**config.mk**
```make
export PLATFORM = sky130hd
export DESIGN_NAME = ocsw_top
export DESIGN_NICKNAME = d
export VERILOG_FILES = /design/src/hw/ocsw_pkg.sv /design/src/hw/ocsw_top.sv /design/src/hw/ocsw_sync.sv /design/src/hw/ocsw_axil.sv
export VERILOG_INCLUDE_DIRS = /design/src /design/src/hw
export SDC_FILE = /design/constraint.sdc
export NUM_CORES = 1
export LEC_CHECK = 0
export ABC_AREA = 1
export BUFFER_PORTS_ARGS = -buffer_cell sky130_fd_sc_hd__buf_2
export CAP_MARGIN = 5
export CORE_MARGIN = 2
export CORE_UTILIZATION = 52
export CTS_CLUSTER_SIZE = 40
export DETAILED_ROUTE_END_ITERATION = 8
export PLACE_DENSITY = 0.7
export SYNTH_ARGS = -nofsm -noshare
export SYNTH_HDL_FRONTEND = slang
export SYNTH_SLANG_ARGS = --single-unit
```
**constraint.sdc**
```tcl
create_clock -name i_clock -period 17.1 [get_ports i_clock]
set_input_delay 2.565 -clock i_clock [delete_from_list [all_inputs] [get_ports i_clock]]
set_output_delay 2.565 -clock i_clock [all_outputs]
set_load 0.01 [all_outputs]
```
**src/hw/ocsw_consts.svh**
```systemverilog
// timing constants, strap and register map for the protected output switch
`ifndef OCSW_CONSTS_SVH
`define OCSW_CONSTS_SVH
`define OCSW_CLK_HZ 40000000
`define OCSW_DEL_US_0 50
`define OCSW_DEL_US_1 5
`define OCSW_DEL_US_2 10
`define OCSW_DEL_US_3 20
`define OCSW_DEL_US_4 100
`define OCSW_DEL_US_5 200
`define OCSW_DEL_US_6 500
`define OCSW_DEL_US_7 1000
`define OCSW_REC_MS_0 500
`define OCSW_REC_MS_1 10
`define OCSW_REC_MS_2 20
`define OCSW_REC_MS_3 50
`define OCSW_REC_MS_4 100
`define OCSW_REC_MS_5 200
`define OCSW_REC_MS_6 1000
`define OCSW_REC_MS_7 1500
`define OCSW_DEL_RST 3'h0
`define OCSW_REC_RST 3'h0
`define OCSW_WAIT_TO_DELAY_FACTOR 1000
`define OCSW_PROBE_WAIT 3
`define OCSW_STRAP_SETTLE 2
`define OCSW_ADDR_CTRL 8'h00
`define OCSW_ADDR_STAT 8'h04
`define OCSW_ADDR_IRQ 8'h08
`define OCSW_ADDR_MASK 8'h0C
`define OCSW_CTRL_DEL_LSB 0
`define OCSW_CTRL_REC_LSB 4
`define OCSW_IRQ_TRIP 0
`define OCSW_IRQ_RETRY 1
`define OCSW_IRQ_CLEAR 2
`endif

```
**src/hw/ocsw_pkg.sv**
```systemverilog
// types shared by the protected output switch files
package ocsw_pkg;
	typedef enum logic [1:0]
	{
		OCSW_IDLE = 2'b00,
		OCSW_ON = 2'b01,
		OCSW_OFF_WAIT = 2'b10,
		OCSW_RETRY = 2'b11
	} ocsw_state_e;
	typedef struct packed
	{
		logic [2:0] del_code;
		logic [2:0] rec_code;
	} ocsw_cfg_s;
	typedef struct packed
	{
		logic trip;
		logic retry;
		logic clear;
	} ocsw_evt_s;
endpackage

```
**src/hw/ocsw_top.sv**
```systemverilog
// protected output switch: drive follow, short trip and self-healing retry
//
// Overview of operation
// an over-current that ends before the trip delay has run out is ignored and the output stays on.
// an over-current that lasts past the trip delay is a short and turns the output off.
// after a short trip the block waits the retry time and then turns the output on again.
// if the over-current is present at a retry the output goes off at once, without a new delay.
// the trip and retry cycle repeats until the short clears, the request drops or power goes.
// software must set the retry wait above 1,000 times the trip delay when no external switch is used.
// with the sense strap high the block runs as a sink driver with the internal switch.
// with the sense strap low the block runs as a source driver for an external transistor.
// a sense drop above the comparator threshold turns the output stage off after the trip delay.
// with no fault the load output follows the drive request level.
// the controller holds the drive request low during power-up; an internal pull-down helps.
// at power-on default trip delay and retry codes are restored; codes may change at any time.
// the comparator result is synchronised and the delays are timed with clock-derived counters.
`timescale 1ns/1ps
`include "ocsw_consts.svh"
module ocsw_top
	import ocsw_pkg::*;
#(
	parameter int CLK_HZ = `OCSW_CLK_HZ,
	parameter int TICKS_PER_US = CLK_HZ / 1000000,
	parameter int US_PER_MS = 1000
)
(
	input wire logic i_clock,
	input wire logic i_rstn,
	input wire logic i_drive_req,
	input wire logic i_overcurrent,
	input wire logic i_sense_strap,
	input wire logic [7:0] i_awaddr,
	input wire logic i_awvalid,
	output logic o_awready,
	input wire logic [31:0] i_wdata,
	input wire logic [3:0] i_wstrb,
	input wire logic i_wvalid,
	output logic o_wready,
	output logic [1:0] o_bresp,
	output logic o_bvalid,
	input wire logic i_bready,
	input wire logic [7:0] i_araddr,
	input wire logic i_arvalid,
	output logic o_arready,
	output logic [31:0] o_rdata,
	output logic [1:0] o_rresp,
	output logic o_rvalid,
	input wire logic i_rready,
	output logic o_sink_drive,
	output logic o_source_drive,
	output logic o_irq
);
	// ------------------------------------------------------------
	// input synchronisation
	// ------------------------------------------------------------
	logic [2:0] pins_sync;
	logic req, oc, strap;

	// pins cross into the clock domain before use
	ocsw_sync #(.WIDTH(3)) u_sync
	(
		.i_clock(i_clock),
		.i_rstn(i_rstn),
		.i_async({i_drive_req, i_overcurrent, i_sense_strap}),
		.o_sync(pins_sync)
	);
	assign req = pins_sync[2];
	assign oc = pins_sync[1];
	assign strap = pins_sync[0];

	// ------------------------------------------------------------
	// register file
	// ------------------------------------------------------------
	ocsw_cfg_s cfg;
	ocsw_evt_s evt;
	logic [7:0] status;
	ocsw_state_e state, next_state;
	logic sink_mode;

	ocsw_axil u_regs
	(
		.i_clock(i_clock),
		.i_rstn(i_rstn),
		.i_awaddr(i_awaddr),
		.i_awvalid(i_awvalid),
		.o_awready(o_awready),
		.i_wdata(i_wdata),
		.i_wstrb(i_wstrb),
		.i_wvalid(i_wvalid),
		.o_wready(o_wready),
		.o_bresp(o_bresp),
		.o_bvalid(o_bvalid),
		.i_bready(i_bready),
		.i_araddr(i_araddr),
		.i_arvalid(i_arvalid),
		.o_arready(o_arready),
		.o_rdata(o_rdata),
		.o_rresp(o_rresp),
		.o_rvalid(o_rvalid),
		.i_rready(i_rready),
		.i_status(status),
		.i_evt(evt),
		.o_cfg(cfg),
		.o_irq(o_irq)
	);

	// ------------------------------------------------------------
	// timebase
	// ------------------------------------------------------------
	// one-cycle microsecond enable from a divider
	logic [15:0] div, next_div;
	logic us_tick;

	always_comb
	begin
		us_tick = (div == 16'(TICKS_PER_US - 1));
		next_div = us_tick ? 16'h0000 : div + 16'h0001;
	end

	always_ff @(posedge i_clock or negedge i_rstn)
	begin
		if (!i_rstn)
			div <= 16'h0000;
		else
			div <= next_div;
	end

	// ------------------------------------------------------------
	// mode strap
	// ------------------------------------------------------------
	// the strap is read once both synchroniser stages hold the pin level;
	// a later change cannot swap the drive stage under load
	logic [1:0] settle, next_settle;
	logic strap_taken, next_strap_taken;
	logic next_sink_mode;

	// settle count, then one capture of the strap level
	always_comb
	begin
		next_settle = settle;
		next_strap_taken = strap_taken;
		next_sink_mode = sink_mode;
		if (!strap_taken)
		begin
			next_sink_mode = strap;
			if (settle == 2'(`OCSW_STRAP_SETTLE))
				next_strap_taken = 1'b1;
			else
				next_settle = settle + 2'h1;
		end
	end

	always_ff @(posedge i_clock or negedge i_rstn)
	begin
		if (!i_rstn)
		begin
			settle <= 2'h0;
			strap_taken <= 1'b0;
			sink_mode <= 1'b0;
		end
		else
		begin
			settle <= next_settle;
			strap_taken <= next_strap_taken;
			sink_mode <= next_sink_mode;
		end
	end

	// trip delay code to microseconds
	function automatic logic [23:0] del_us(input logic [2:0] code);
		unique case (code)
			3'h0: del_us = 24'(`OCSW_DEL_US_0);
			3'h1: del_us = 24'(`OCSW_DEL_US_1);
			3'h2: del_us = 24'(`OCSW_DEL_US_2);
			3'h3: del_us = 24'(`OCSW_DEL_US_3);
			3'h4: del_us = 24'(`OCSW_DEL_US_4);
			3'h5: del_us = 24'(`OCSW_DEL_US_5);
			3'h6: del_us = 24'(`OCSW_DEL_US_6);
			3'h7: del_us = 24'(`OCSW_DEL_US_7);
		endcase
	endfunction

	// retry wait code to microseconds
	function automatic logic [23:0] rec_us(input logic [2:0] code);
		logic [23:0] ms;
		unique case (code)
			3'h0: ms = 24'(`OCSW_REC_MS_0);
			3'h1: ms = 24'(`OCSW_REC_MS_1);
			3'h2: ms = 24'(`OCSW_REC_MS_2);
			3'h3: ms = 24'(`OCSW_REC_MS_3);
			3'h4: ms = 24'(`OCSW_REC_MS_4);
			3'h5: ms = 24'(`OCSW_REC_MS_5);
			3'h6: ms = 24'(`OCSW_REC_MS_6);
			3'h7: ms = 24'(`OCSW_REC_MS_7);
		endcase
		rec_us = 24'(ms * 24'(US_PER_MS));
	endfunction

	// ------------------------------------------------------------
	// switch control
	// ------------------------------------------------------------
	logic [23:0] cnt, next_cnt;
	logic out_on, next_out_on;
	logic trip_ev, retry_ev, clear_ev;

	always_comb
	begin
		next_state = state;
		next_cnt = cnt;
		trip_ev = 1'b0;
		retry_ev = 1'b0;
		clear_ev = 1'b0;
		unique case (state)
			OCSW_IDLE:
			begin
				next_cnt = 24'h000000;
				if (req)
					next_state = OCSW_ON;
			end
			OCSW_ON:
			begin
				if (!req)
					next_state = OCSW_IDLE;
				else if (!oc)
					next_cnt = 24'h000000;
				else if (us_tick)
				begin
					if (cnt + 24'h000001 >= del_us(cfg.del_code))
					begin
						next_state = OCSW_OFF_WAIT;
						next_cnt = 24'h000000;
						trip_ev = 1'b1;
					end
					else
						next_cnt = cnt + 24'h000001;
				end
			end
			OCSW_OFF_WAIT:
			begin
				if (!req)
					next_state = OCSW_IDLE;
				else if (us_tick)
				begin
					if (cnt + 24'h000001 >= rec_us(cfg.rec_code))
					begin
						next_state = OCSW_RETRY;
						next_cnt = 24'h000000;
						retry_ev = 1'b1;
					end
					else
						next_cnt = cnt + 24'h000001;
				end
			end
			OCSW_RETRY:
			begin
				// output on for one probe; sense settles through the synchroniser
				if (!req)
					next_state = OCSW_IDLE;
				else if (cnt < 24'(`OCSW_PROBE_WAIT))
					next_cnt = cnt + 24'h000001;
				else if (oc)
				begin
					next_state = OCSW_OFF_WAIT;
					next_cnt = 24'h000000;
				end
				else
				begin
					next_state = OCSW_ON;
					next_cnt = 24'h000000;
					clear_ev = 1'b1;
				end
			end
		endcase
		next_out_on = (next_state == OCSW_ON) || (next_state == OCSW_RETRY);
	end

	always_ff @(posedge i_clock or negedge i_rstn)
	begin
		if (!i_rstn)
		begin
			state <= OCSW_IDLE;
			cnt <= 24'h000000;
			out_on <= 1'b0;
			o_sink_drive <= 1'b0;
			o_source_drive <= 1'b0;
		end
		else
		begin
			state <= next_state;
			cnt <= next_cnt;
			out_on <= next_out_on;
			o_sink_drive <= next_out_on & next_sink_mode;
			o_source_drive <= next_out_on & ~next_sink_mode;
		end
	end

	// ------------------------------------------------------------
	// status and events
	// ------------------------------------------------------------
	// one-cycle event strobes and the live status word for the bus
	always_comb
	begin
		evt = '{trip: trip_ev, retry: retry_ev, clear: clear_ev};
		status = {2'h0, sink_mode, req, oc, out_on, state};
	end
endmodule

```
**src/hw/ocsw_sync.sv**
```systemverilog
// two flip-flop synchroniser for pin inputs
`timescale 1ns/1ps
module ocsw_sync
	import ocsw_pkg::*;
#(
	parameter int WIDTH = 1
)
(
	input wire logic i_clock,
	input wire logic i_rstn,
	input wire logic [WIDTH-1:0] i_async,
	output logic [WIDTH-1:0] o_sync
);
	logic [WIDTH-1:0] meta;
	// first stage feeds only the second
	always_ff @(posedge i_clock or negedge i_rstn)
	begin
		if (!i_rstn)
		begin
			meta <= '0;
			o_sync <= '0;
		end
		else
		begin
			meta <= i_async;
			o_sync <= meta;
		end
	end
endmodule

```
**src/hw/ocsw_axil.sv**
```systemverilog
// axi4-lite slave holding control, status, event and mask registers
`timescale 1ns/1ps
`include "ocsw_consts.svh"
module ocsw_axil
	import ocsw_pkg::*;
(
	input wire logic i_clock,
	input wire logic i_rstn,
	input wire logic [7:0] i_awaddr,
	input wire logic i_awvalid,
	output logic o_awready,
	input wire logic [31:0] i_wdata,
	input wire logic [3:0] i_wstrb,
	input wire logic i_wvalid,
	output logic o_wready,
	output logic [1:0] o_bresp,
	output logic o_bvalid,
	input wire logic i_bready,
	input wire logic [7:0] i_araddr,
	input wire logic i_arvalid,
	output logic o_arready,
	output logic [31:0] o_rdata,
	output logic [1:0] o_rresp,
	output logic o_rvalid,
	input wire logic i_rready,
	input wire logic [7:0] i_status,
	input wire ocsw_evt_s i_evt,
	output ocsw_cfg_s o_cfg,
	output logic o_irq
);
	logic aw_got, w_got;
	logic [7:0] aw_addr;
	logic [31:0] w_data;
	logic [3:0] w_strb;
	logic [2:0] events, mask;
	logic next_aw_got, next_w_got, next_bvalid, next_rvalid, next_irq;
	logic [7:0] next_aw_addr;
	logic [31:0] next_w_data, next_rdata;
	logic [3:0] next_w_strb;
	logic [1:0] next_bresp, next_rresp;
	logic [2:0] next_events, next_mask;
	ocsw_cfg_s next_cfg;
	logic wr_fire, rd_fire, rd_clr;
	logic [2:0] evt_bits;

	// address and data taken in either order, one write at a time
	always_comb
	begin
		evt_bits = {i_evt.clear, i_evt.retry, i_evt.trip};
		next_aw_got = aw_got;
		next_w_got = w_got;
		next_aw_addr = aw_addr;
		next_w_data = w_data;
		next_w_strb = w_strb;
		next_bvalid = o_bvalid;
		next_bresp = o_bresp;
		next_rvalid = o_rvalid;
		next_rdata = o_rdata;
		next_rresp = o_rresp;
		next_cfg = o_cfg;
		next_mask = mask;
		rd_clr = 1'b0;
		if (i_awvalid && o_awready)
		begin
			next_aw_got = 1'b1;
			next_aw_addr = i_awaddr;
		end
		if (i_wvalid && o_wready)
		begin
			next_w_got = 1'b1;
			next_w_data = i_wdata;
			next_w_strb = i_wstrb;
		end
		wr_fire = aw_got && w_got && !o_bvalid;
		if (wr_fire)
		begin
			next_aw_got = 1'b0;
			next_w_got = 1'b0;
			next_bvalid = 1'b1;
			next_bresp = 2'h0;
			if (aw_addr == `OCSW_ADDR_CTRL)
			begin
				if (w_strb[0])
				begin
					next_cfg.del_code = w_data[`OCSW_CTRL_DEL_LSB +: 3];
					next_cfg.rec_code = w_data[`OCSW_CTRL_REC_LSB +: 3];
				end
			end
			else if (aw_addr == `OCSW_ADDR_MASK)
			begin
				if (w_strb[0])
					next_mask = w_data[2:0];
			end
			else if (aw_addr != `OCSW_ADDR_STAT && aw_addr != `OCSW_ADDR_IRQ)
				next_bresp = 2'h2;
		end
		else if (o_bvalid && i_bready)
			next_bvalid = 1'b0;
		rd_fire = i_arvalid && o_arready;
		if (rd_fire)
		begin
			next_rvalid = 1'b1;
			next_rresp = 2'h0;
			next_rdata = 32'h0000_0000;
			unique case (i_araddr)
				`OCSW_ADDR_CTRL: next_rdata = {25'h0, o_cfg.rec_code, 1'b0, o_cfg.del_code};
				`OCSW_ADDR_STAT: next_rdata = {24'h0, i_status};
				`OCSW_ADDR_IRQ:
				begin
					next_rdata = {29'h0, events};
					rd_clr = 1'b1;
				end
				`OCSW_ADDR_MASK: next_rdata = {29'h0, mask};
				default: next_rresp = 2'h2;
			endcase
		end
		else if (o_rvalid && i_rready)
			next_rvalid = 1'b0;
		// a new event wins over the read clear
		next_events = (rd_clr ? 3'h0 : events) | evt_bits;
		next_irq = |(next_events & next_mask);
	end

	// register stage for the bus slave
	always_ff @(posedge i_clock or negedge i_rstn)
	begin
		if (!i_rstn)
		begin
			aw_got <= 1'b0;
			w_got <= 1'b0;
			aw_addr <= 8'h00;
			w_data <= 32'h0000_0000;
			w_strb <= 4'h0;
			o_bvalid <= 1'b0;
			o_bresp <= 2'h0;
			o_rvalid <= 1'b0;
			o_rdata <= 32'h0000_0000;
			o_rresp <= 2'h0;
			o_cfg <= {`OCSW_DEL_RST, `OCSW_REC_RST};
			mask <= 3'h0;
			events <= 3'h0;
			o_irq <= 1'b0;
			o_awready <= 1'b1;
			o_wready <= 1'b1;
			o_arready <= 1'b1;
		end
		else
		begin
			aw_got <= next_aw_got;
			w_got <= next_w_got;
			aw_addr <= next_aw_addr;
			w_data <= next_w_data;
			w_strb <= next_w_strb;
			o_bvalid <= next_bvalid;
			o_bresp <= next_bresp;
			o_rvalid <= next_rvalid;
			o_rdata <= next_rdata;
			o_rresp <= next_rresp;
			o_cfg <= next_cfg;
			mask <= next_mask;
			events <= next_events;
			o_irq <= next_irq;
			o_awready <= !next_aw_got; // free again once the held address is used
			o_wready <= !next_w_got;
			o_arready <= !next_rvalid;
		end
	end

endmodule

```
==> metrics.cfg, run 1 <==
[routing]
drc_errors = 0
ant_nets = 0
wl_per_cell_um = 13.0
wl_um = 16100
routed_via_density = 5.11
firstDrtPassIters = 5
drt_iter0_markers = 311
via_count = 6344

[worst_setup_path]
worstReg2RegStart = u_regs.o_cfg[1]$_DFFE_PN0P_
setup.worst_path.start_class = flop
rr_endpoint = cnt[12]$_DFFE_PN0P_
critical_path_peak_fanout = 15
critPathMaxStageDelay_ps = 540
cp-end-kind = flop
arrival_ps = 7120
crit_type = flop to flop
r2r_setup_slack_ps = 10240
reg2reg_depth = 31
cpMaxStageDelayCell = dfrtp_1
required_ps = 17370

[finish]
num_antenna_cells = 0
nets = 1221
layout-drive-gt1-share_pct = 11.4
fillers = 1398
syn_to_final_growth_pct = 8.59
final_core_util_pct = 58.2

[status]
status = complete, no violations

[floorplan]
die_w_um = 127
core_um2 = 14600
ioPinCount = 106
initial_utilization_pct = 53.6
dieArea_um2 = 16000
die_y_um = 127
rows = 44

[flow_run]
drv_cap = 0

[synthesis]
synth_warnings = 0
async_flop_share_pct = 100
synthesis.area_um2 = 7820
synth-seq-cells = 98
synth_top_area_share_pct = 30.4
synth.avg_cell_area_um2 = 7.81
synth-edff-count = 0
synthTopCellsByArea = dfrtp_1 (30%), ha_1 (15%), nand2_1 (11%)
yosysSeqAreaShare_pct = 31.4
synth_area_leader_cell = dfrtp_1
syn_inst = 1001
synth_flop_cell = dfrtp_1
ys_types = 49

[clock_tree]
path_clk_slew_ps = 70
ctsResizeCount = 0
htreeDepth = 3
ctsHoldBuffers = 0
clock_path_buffers = 2
cts_tree = done
cts_made_buffers = 9
cts_sinks = 98
clk_latency_ps = 350
cts_setup_buffers = 0
cts_root_buf = clkbuf_16

[sta]
min_period_ps = 6860
fmax_mhz = 146
fin_crit_sh_pct = 40.1
skew_ps = 6.85
relSlewSlack_pct = 42.6
slew_violations = 0
setup_violations = 0
worst_slew_pin_slew_ps = 862
rsz0062_at_grt = false
hold_viol = 0
fin_ws_ps = 10240
timing.setup.tns_ps = 0

[global_routing]
grt_pass1_vias = 6015
grt_pass1_wl_um = 27700
grt_overflow_total = 0
grtUsageTotal_pct = 21.1
grt_max_degree = 72
antenna_found_initial = 0

[min_path]
hold_depth = 0
hold_start = u_sync.meta[0]$_DFF_PN0_
holdPathEnd = u_sync.o_sync[0]$_DFF_PN0_
hold_class = flop to flop

[placement]
dp_slack_ps = 10310
dp_hpwl_um = 12700
io_buffer_count = 49
finalWeightedCongestion = 0.957

[how the worst max path moves through the flow]
stage | from | endpoint | cells after the start
floorplan | u_regs.o_cfg[0]$_DFFE_PN0P_ | cnt[0]$_DFFE_PN0P_ | 32
finish | u_regs.o_cfg[1]$_DFFE_PN0P_ | cnt[12]$_DFFE_PN0P_ | 31
global route | u_regs.o_cfg[0]$_DFFE_PN0P_ | cnt[4]$_DFFE_PN0P_ | 31
CTS | u_regs.o_cfg[1]$_DFFE_PN0P_ | cnt[8]$_DFFE_PN0P_ | 31
global placement | u_regs.o_cfg[1]$_DFFE_PN0P_ | cnt[11]$_DFFE_PN0P_ | 31
detailed placement | u_regs.o_cfg[1]$_DFFE_PN0P_ | cnt[8]$_DFFE_PN0P_ | 31
[placed cells by master, fill, tap and decap left out, types with 4 or more instances in the layout]
master and instances:
nand2_1 229, fa_1 16, nor2_1 79, clkbuf_16 9
nand4_1 21, o21bai_1 5, ha_1 91, o21ai_2 9
inv_1 160, nand3_1 44, dfrtp_1 95, o22ai_1 8
nand2_2 8, xor2_1 21, a21oi_1 34, xnor2_1 11
o21ai_0 59, nor2_4 6, nor3_1 8, buf_2 48
nand2_4 5, nor2_2 7, nor4_1 5, a31o_2 4
conb_1 27
[area by class of cell]
| class | count | area [µm²] | area share (%) |
|---|---|---|---|
| Multi-Input combinational cell | 730 | 4610 | 54.2 |
| Sequential cell | 98 | 2460 | 28.9 |
| Inverter | 162 | 608 | 7.16 |
| Timing Repair Buffer | 51 | 263 | 3.09 |
| Clock buffer | 12 | 256 | 3.02 |
| Tap cell | 184 | 230 | 2.71 |
| Clock inverter | 4 | 73.8 | 0.869 |
[worst max-delay path: cells and delay by family (launching register included)]
family | cells | cell delay [ps]
adders and majority gates | 7 | 2380
AOI/OAI and AO/OA | 10 | 2010
xor gates and xnor gates | 1 | 160
DFF | 1 | 540
buffers and inverters | 6 | 650
and+or+nand+nor | 7 | 1020
[synthesized netlist by cell type, types with 2 or more instances]
master / instances
nand2_1: 229
inv_1: 160
dfrtp_1: 95
ha_1: 91
nor2_1: 79
o21ai_0: 59
nand3_1: 44
a21oi_1: 34
buf_4: 27
nand4_1: 21
xor2_1: 21
fa_1: 16
xnor2_1: 11
o21ai_2: 9
clkbuf_1: 8
nand2_2: 8
nor3_1: 8
o22ai_1: 8
nor2_2: 7
nor2_4: 6
nand2_4: 5
nor4_1: 5
o21bai_1: 5
a31o_2: 4
a31oi_1: 3
dfstp_2: 3
nand3_2: 3
o21a_1: 3
o31ai_1: 3
or2_2: 3
a21o_1: 2
and2_1: 2
inv_2: 2
nor2_8: 2
[per-layer routing]
| metal | global-route usage (%) | wire length, µm |
|---|---|---|
| met3 | 3.37 | 639 |
| met5 | 0 | 0 |
| met2 | 33.3 | 7380 |
| met4 | 6.53 | 262 |
| met1 | 30.0 | 7860 |
[stage by stage]
stage | hold WS (ps) | instance area [µm²] | instances
6_report | 349 | 8490 | 1241
5_1_grt | 354 | 8490 | 1241
4_1_cts | 349 | 8490 | 1241
3_5_place_dp | 335 | 8160 | 1225
3_3_place_gp | 335 | 8160 | 1225
2_1_floorplan | 331 | 7920 | 1027
[kinds of logic after synthesis]
family / after synthesis / share of synthesized area (%)
AOI/OAI and AO/OA: 136 / 10.2
xor gates and xnor gates: 33 / 3.93
adders and majority gates: 107 / 18.7
buffers and inverters: 199 / 11.0
DFF: 98 / 31.4
muxes: 1 / 0.128
other: 1 / 0.0479
and+or+nand+nor: 426 / 24.7
[state kept, by name, summed over array words and instances (netlist names), 6 cells and up]
signal,cells
u_regs.o_rdata,7
cnt,24
u_regs.w_data,6
u_regs.aw_addr,8
div,16
u_regs.o_cfg,6
Power of run 1 is not shown: default switching activity piles up to over one toggle a cycle in this logic, so the estimate is an artifact.
==> run 2: changes to the inputs <==
- PLACE_DENSITY: 0.7 -> 0.73
- clock period: 17.1 -> 5.9 ns (I/O delays scaled with it)
==> metrics.cfg, run 2 (same netlist as run 1, synthesis figures left out) <==
[sta]
hold_viol = 0  ; unchanged
setup_violations = 0  ; unchanged
worst_slew_pin_slew_ps = 713  ; -148 ps
fin_crit_sh_pct = 95.8  ; +56 points
whs_ps = 347  ; -1.67 ps
fmax_mhz = 177  ; +21%
relSlewSlack_pct = 52.4  ; +9.9 points
slew_violations = 0  ; unchanged
timing.setup.tns_ps = 0  ; unchanged
skew_ps = 8.33  ; +1.48 ps
min_period_ps = 5650  ; -1200 ps

[floorplan]
initial_utilization_pct = 53.6  ; unchanged
rows = 44  ; unchanged
die_y_um = 127  ; unchanged
ioPinCount = 106  ; unchanged
core_um2 = 14600  ; unchanged
die_w_um = 127  ; unchanged
dieArea_um2 = 16000  ; unchanged

[worst_setup_path]
arrival_ps = 5930  ; -1190 ps
crit_type = flop to flop
crit_start = u_regs.o_cfg[1]$_DFFE_PN0P_
critical_path_peak_fanout = 15  ; unchanged
setup.worst_path.start_class = flop
critPathMaxStageDelay_ps = 490  ; -50 ps
crit_path_frequent_cell = nand2_1
cpMaxStageDelayCell = fa_1
cp-end-kind = flop
worstReg2RegStart = u_regs.o_cfg[1]$_DFFE_PN0P_
required_ps = 6170  ; -11200 ps

[global_routing]
grtUsageMet3_pct = 3.21  ; -0.17 points
grt_pass1_vias = 6095  ; +1.3%
grtUsageTotal_pct = 21.6  ; +0.44 points
grt_use_met2_pct = 35.0  ; +1.6 points
gr-usage-met1_pct = 30.3  ; +0.32 points
top_usage_layer = met2
grt_pass1_wl_um = 28300  ; +2.2%
grt_max_degree = 62  ; -14%
antenna_found_initial = 0  ; unchanged
grt_overflow_total = 0  ; unchanged

[min_path]
hold_start = u_sync.meta[0]$_DFF_PN0_
hold_class = flop to flop

[routing]
ant_nets = 0  ; unchanged
drt_iter0_markers = 438  ; +41%
wl_per_cell_um = 13.3  ; +1.9%
via_count = 6428  ; +1.3%
firstDrtPassIters = 5  ; unchanged
routed_via_density = 5.09  ; -0.52%
wl_um = 16800  ; +3.8%
drc_errors = 0  ; unchanged

[placement]
finalWeightedCongestion = 0.915  ; -4.4%
dp_hpwl_um = 13100  ; +3.0%
io_buffer_count = 49  ; unchanged
place_inst = 1244  ; +1.6%

[clock_tree]
cts_root_buf = clkbuf_16
cts_sinks = 98  ; unchanged
clk_latency_ps = 350  ; about the same
cts_tree = done
cts_made_buffers = 9  ; unchanged
htreeDepth = 3  ; unchanged
ctsHoldBuffers = 0  ; unchanged
clock_path_buffers = 2  ; unchanged
path_clk_slew_ps = 70  ; about the same

[finish]
layout-drive-gt1-share_pct = 16.1  ; +4.7 points
final_cell_mix = nand2_1 (228), inv_1 (156), dfrtp_1 (94)
fillers = 1316  ; -5.9%
largest_reg_flops = 24  ; unchanged
nets = 1244  ; +1.9%
num_antenna_cells = 0  ; unchanged
syn_to_final_growth_pct = 12.1
stdcell_count = 1264  ; +1.9%
top_register = cnt
top_regs = cnt x24, div x16, u_regs.aw_addr x8
final_common_cell = nand2_1

[flow_run]
drv_cap = 0  ; unchanged

[status]
status = complete, no violations

## run 2: cell count changes in the layout (fill, tap and decap cells not counted), moves of 4 or more
cell	previous run	this run
ha_1	91	85
inv_2	2	6
o21ai_1	1	6
o21ai_2	9	13
a21oi_1	34	27
buf_4	3	25
inv_1	160	156
a21oi_2	0	7
o21ai_0	59	50
## run 2: layout make-up
| cell class | instances | area [µm²] | share of cell area, % |
|---|---|---|---|
| Timing Repair Buffer | 74 | 439 | 5.01 |
| Multi-Input combinational cell | 730 | 4750 | 54.2 |
| Sequential cell | 98 | 2460 | 28.0 |
| Inverter | 162 | 608 | 6.94 |
| Clock inverter | 5 | 38.8 | 0.442 |
| Clock buffer | 11 | 243 | 2.77 |
| Tap cell | 184 | 230 | 2.63 |
## run 2: metal layers
metal  wire length (µm)  vias to the layer above
met5                  0                        -
met4                257                        0
met3                555                       22
met2               7920                      121
met1               8020                     2982
li1                   -                     3303
## run 2: critical path: cells and delay by family (launching register included)
family	cells	cell delay, ps
buf+inv	6	410
compound gates	9	1190
simple gates	11	970
xor+xnor	2	310
flops	1	390
fa+ha+maj	7	2320
## run 2: path summary, 6_finish.rpt
| check | slack, ps | end | cells after the start |
|---|---|---|---|
| max in group asynchronous | 4230 | u_regs.o_cfg[2]$_DFFE_PN0P_ | 2 |
| hold reg to reg | 350 | u_sync.o_sync[0]$_DFF_PN0_ | 0 |
| setup reg to reg | 250 | cnt[8]$_DFFE_PN0P_ | 35 |
| hold / removal | 350 | u_sync.o_sync[0]$_DFF_PN0_ | 0 |
| min in group asynchronous | 510 | cnt[16]$_DFFE_PN0P_ | 1 |
| setup / recovery | 250 | cnt[8]$_DFFE_PN0P_ | 35 |
## run 2: what timing repair did
item | CTS | global route
setup endpoints to repair | 0 | 28
gates resized for setup | 0 | 44
endpoints found under the hold margin | 0 | 0
buffers inserted | 0 | 4
## run 2: per-stage QoR
step           worst slack [ps]  util (%)  instance area [µm²]
3_3_place_gp                173      56.9                 8310
2_1_floorplan              24.1         -                 7920
3_5_place_dp               73.0      56.9                 8310
4_1_cts                    35.9      58.9                 8590
5_1_grt                    -129      60.1                 8770
6_report                    246      60.1                 8770
Power of run 2 is left out for the same reason.
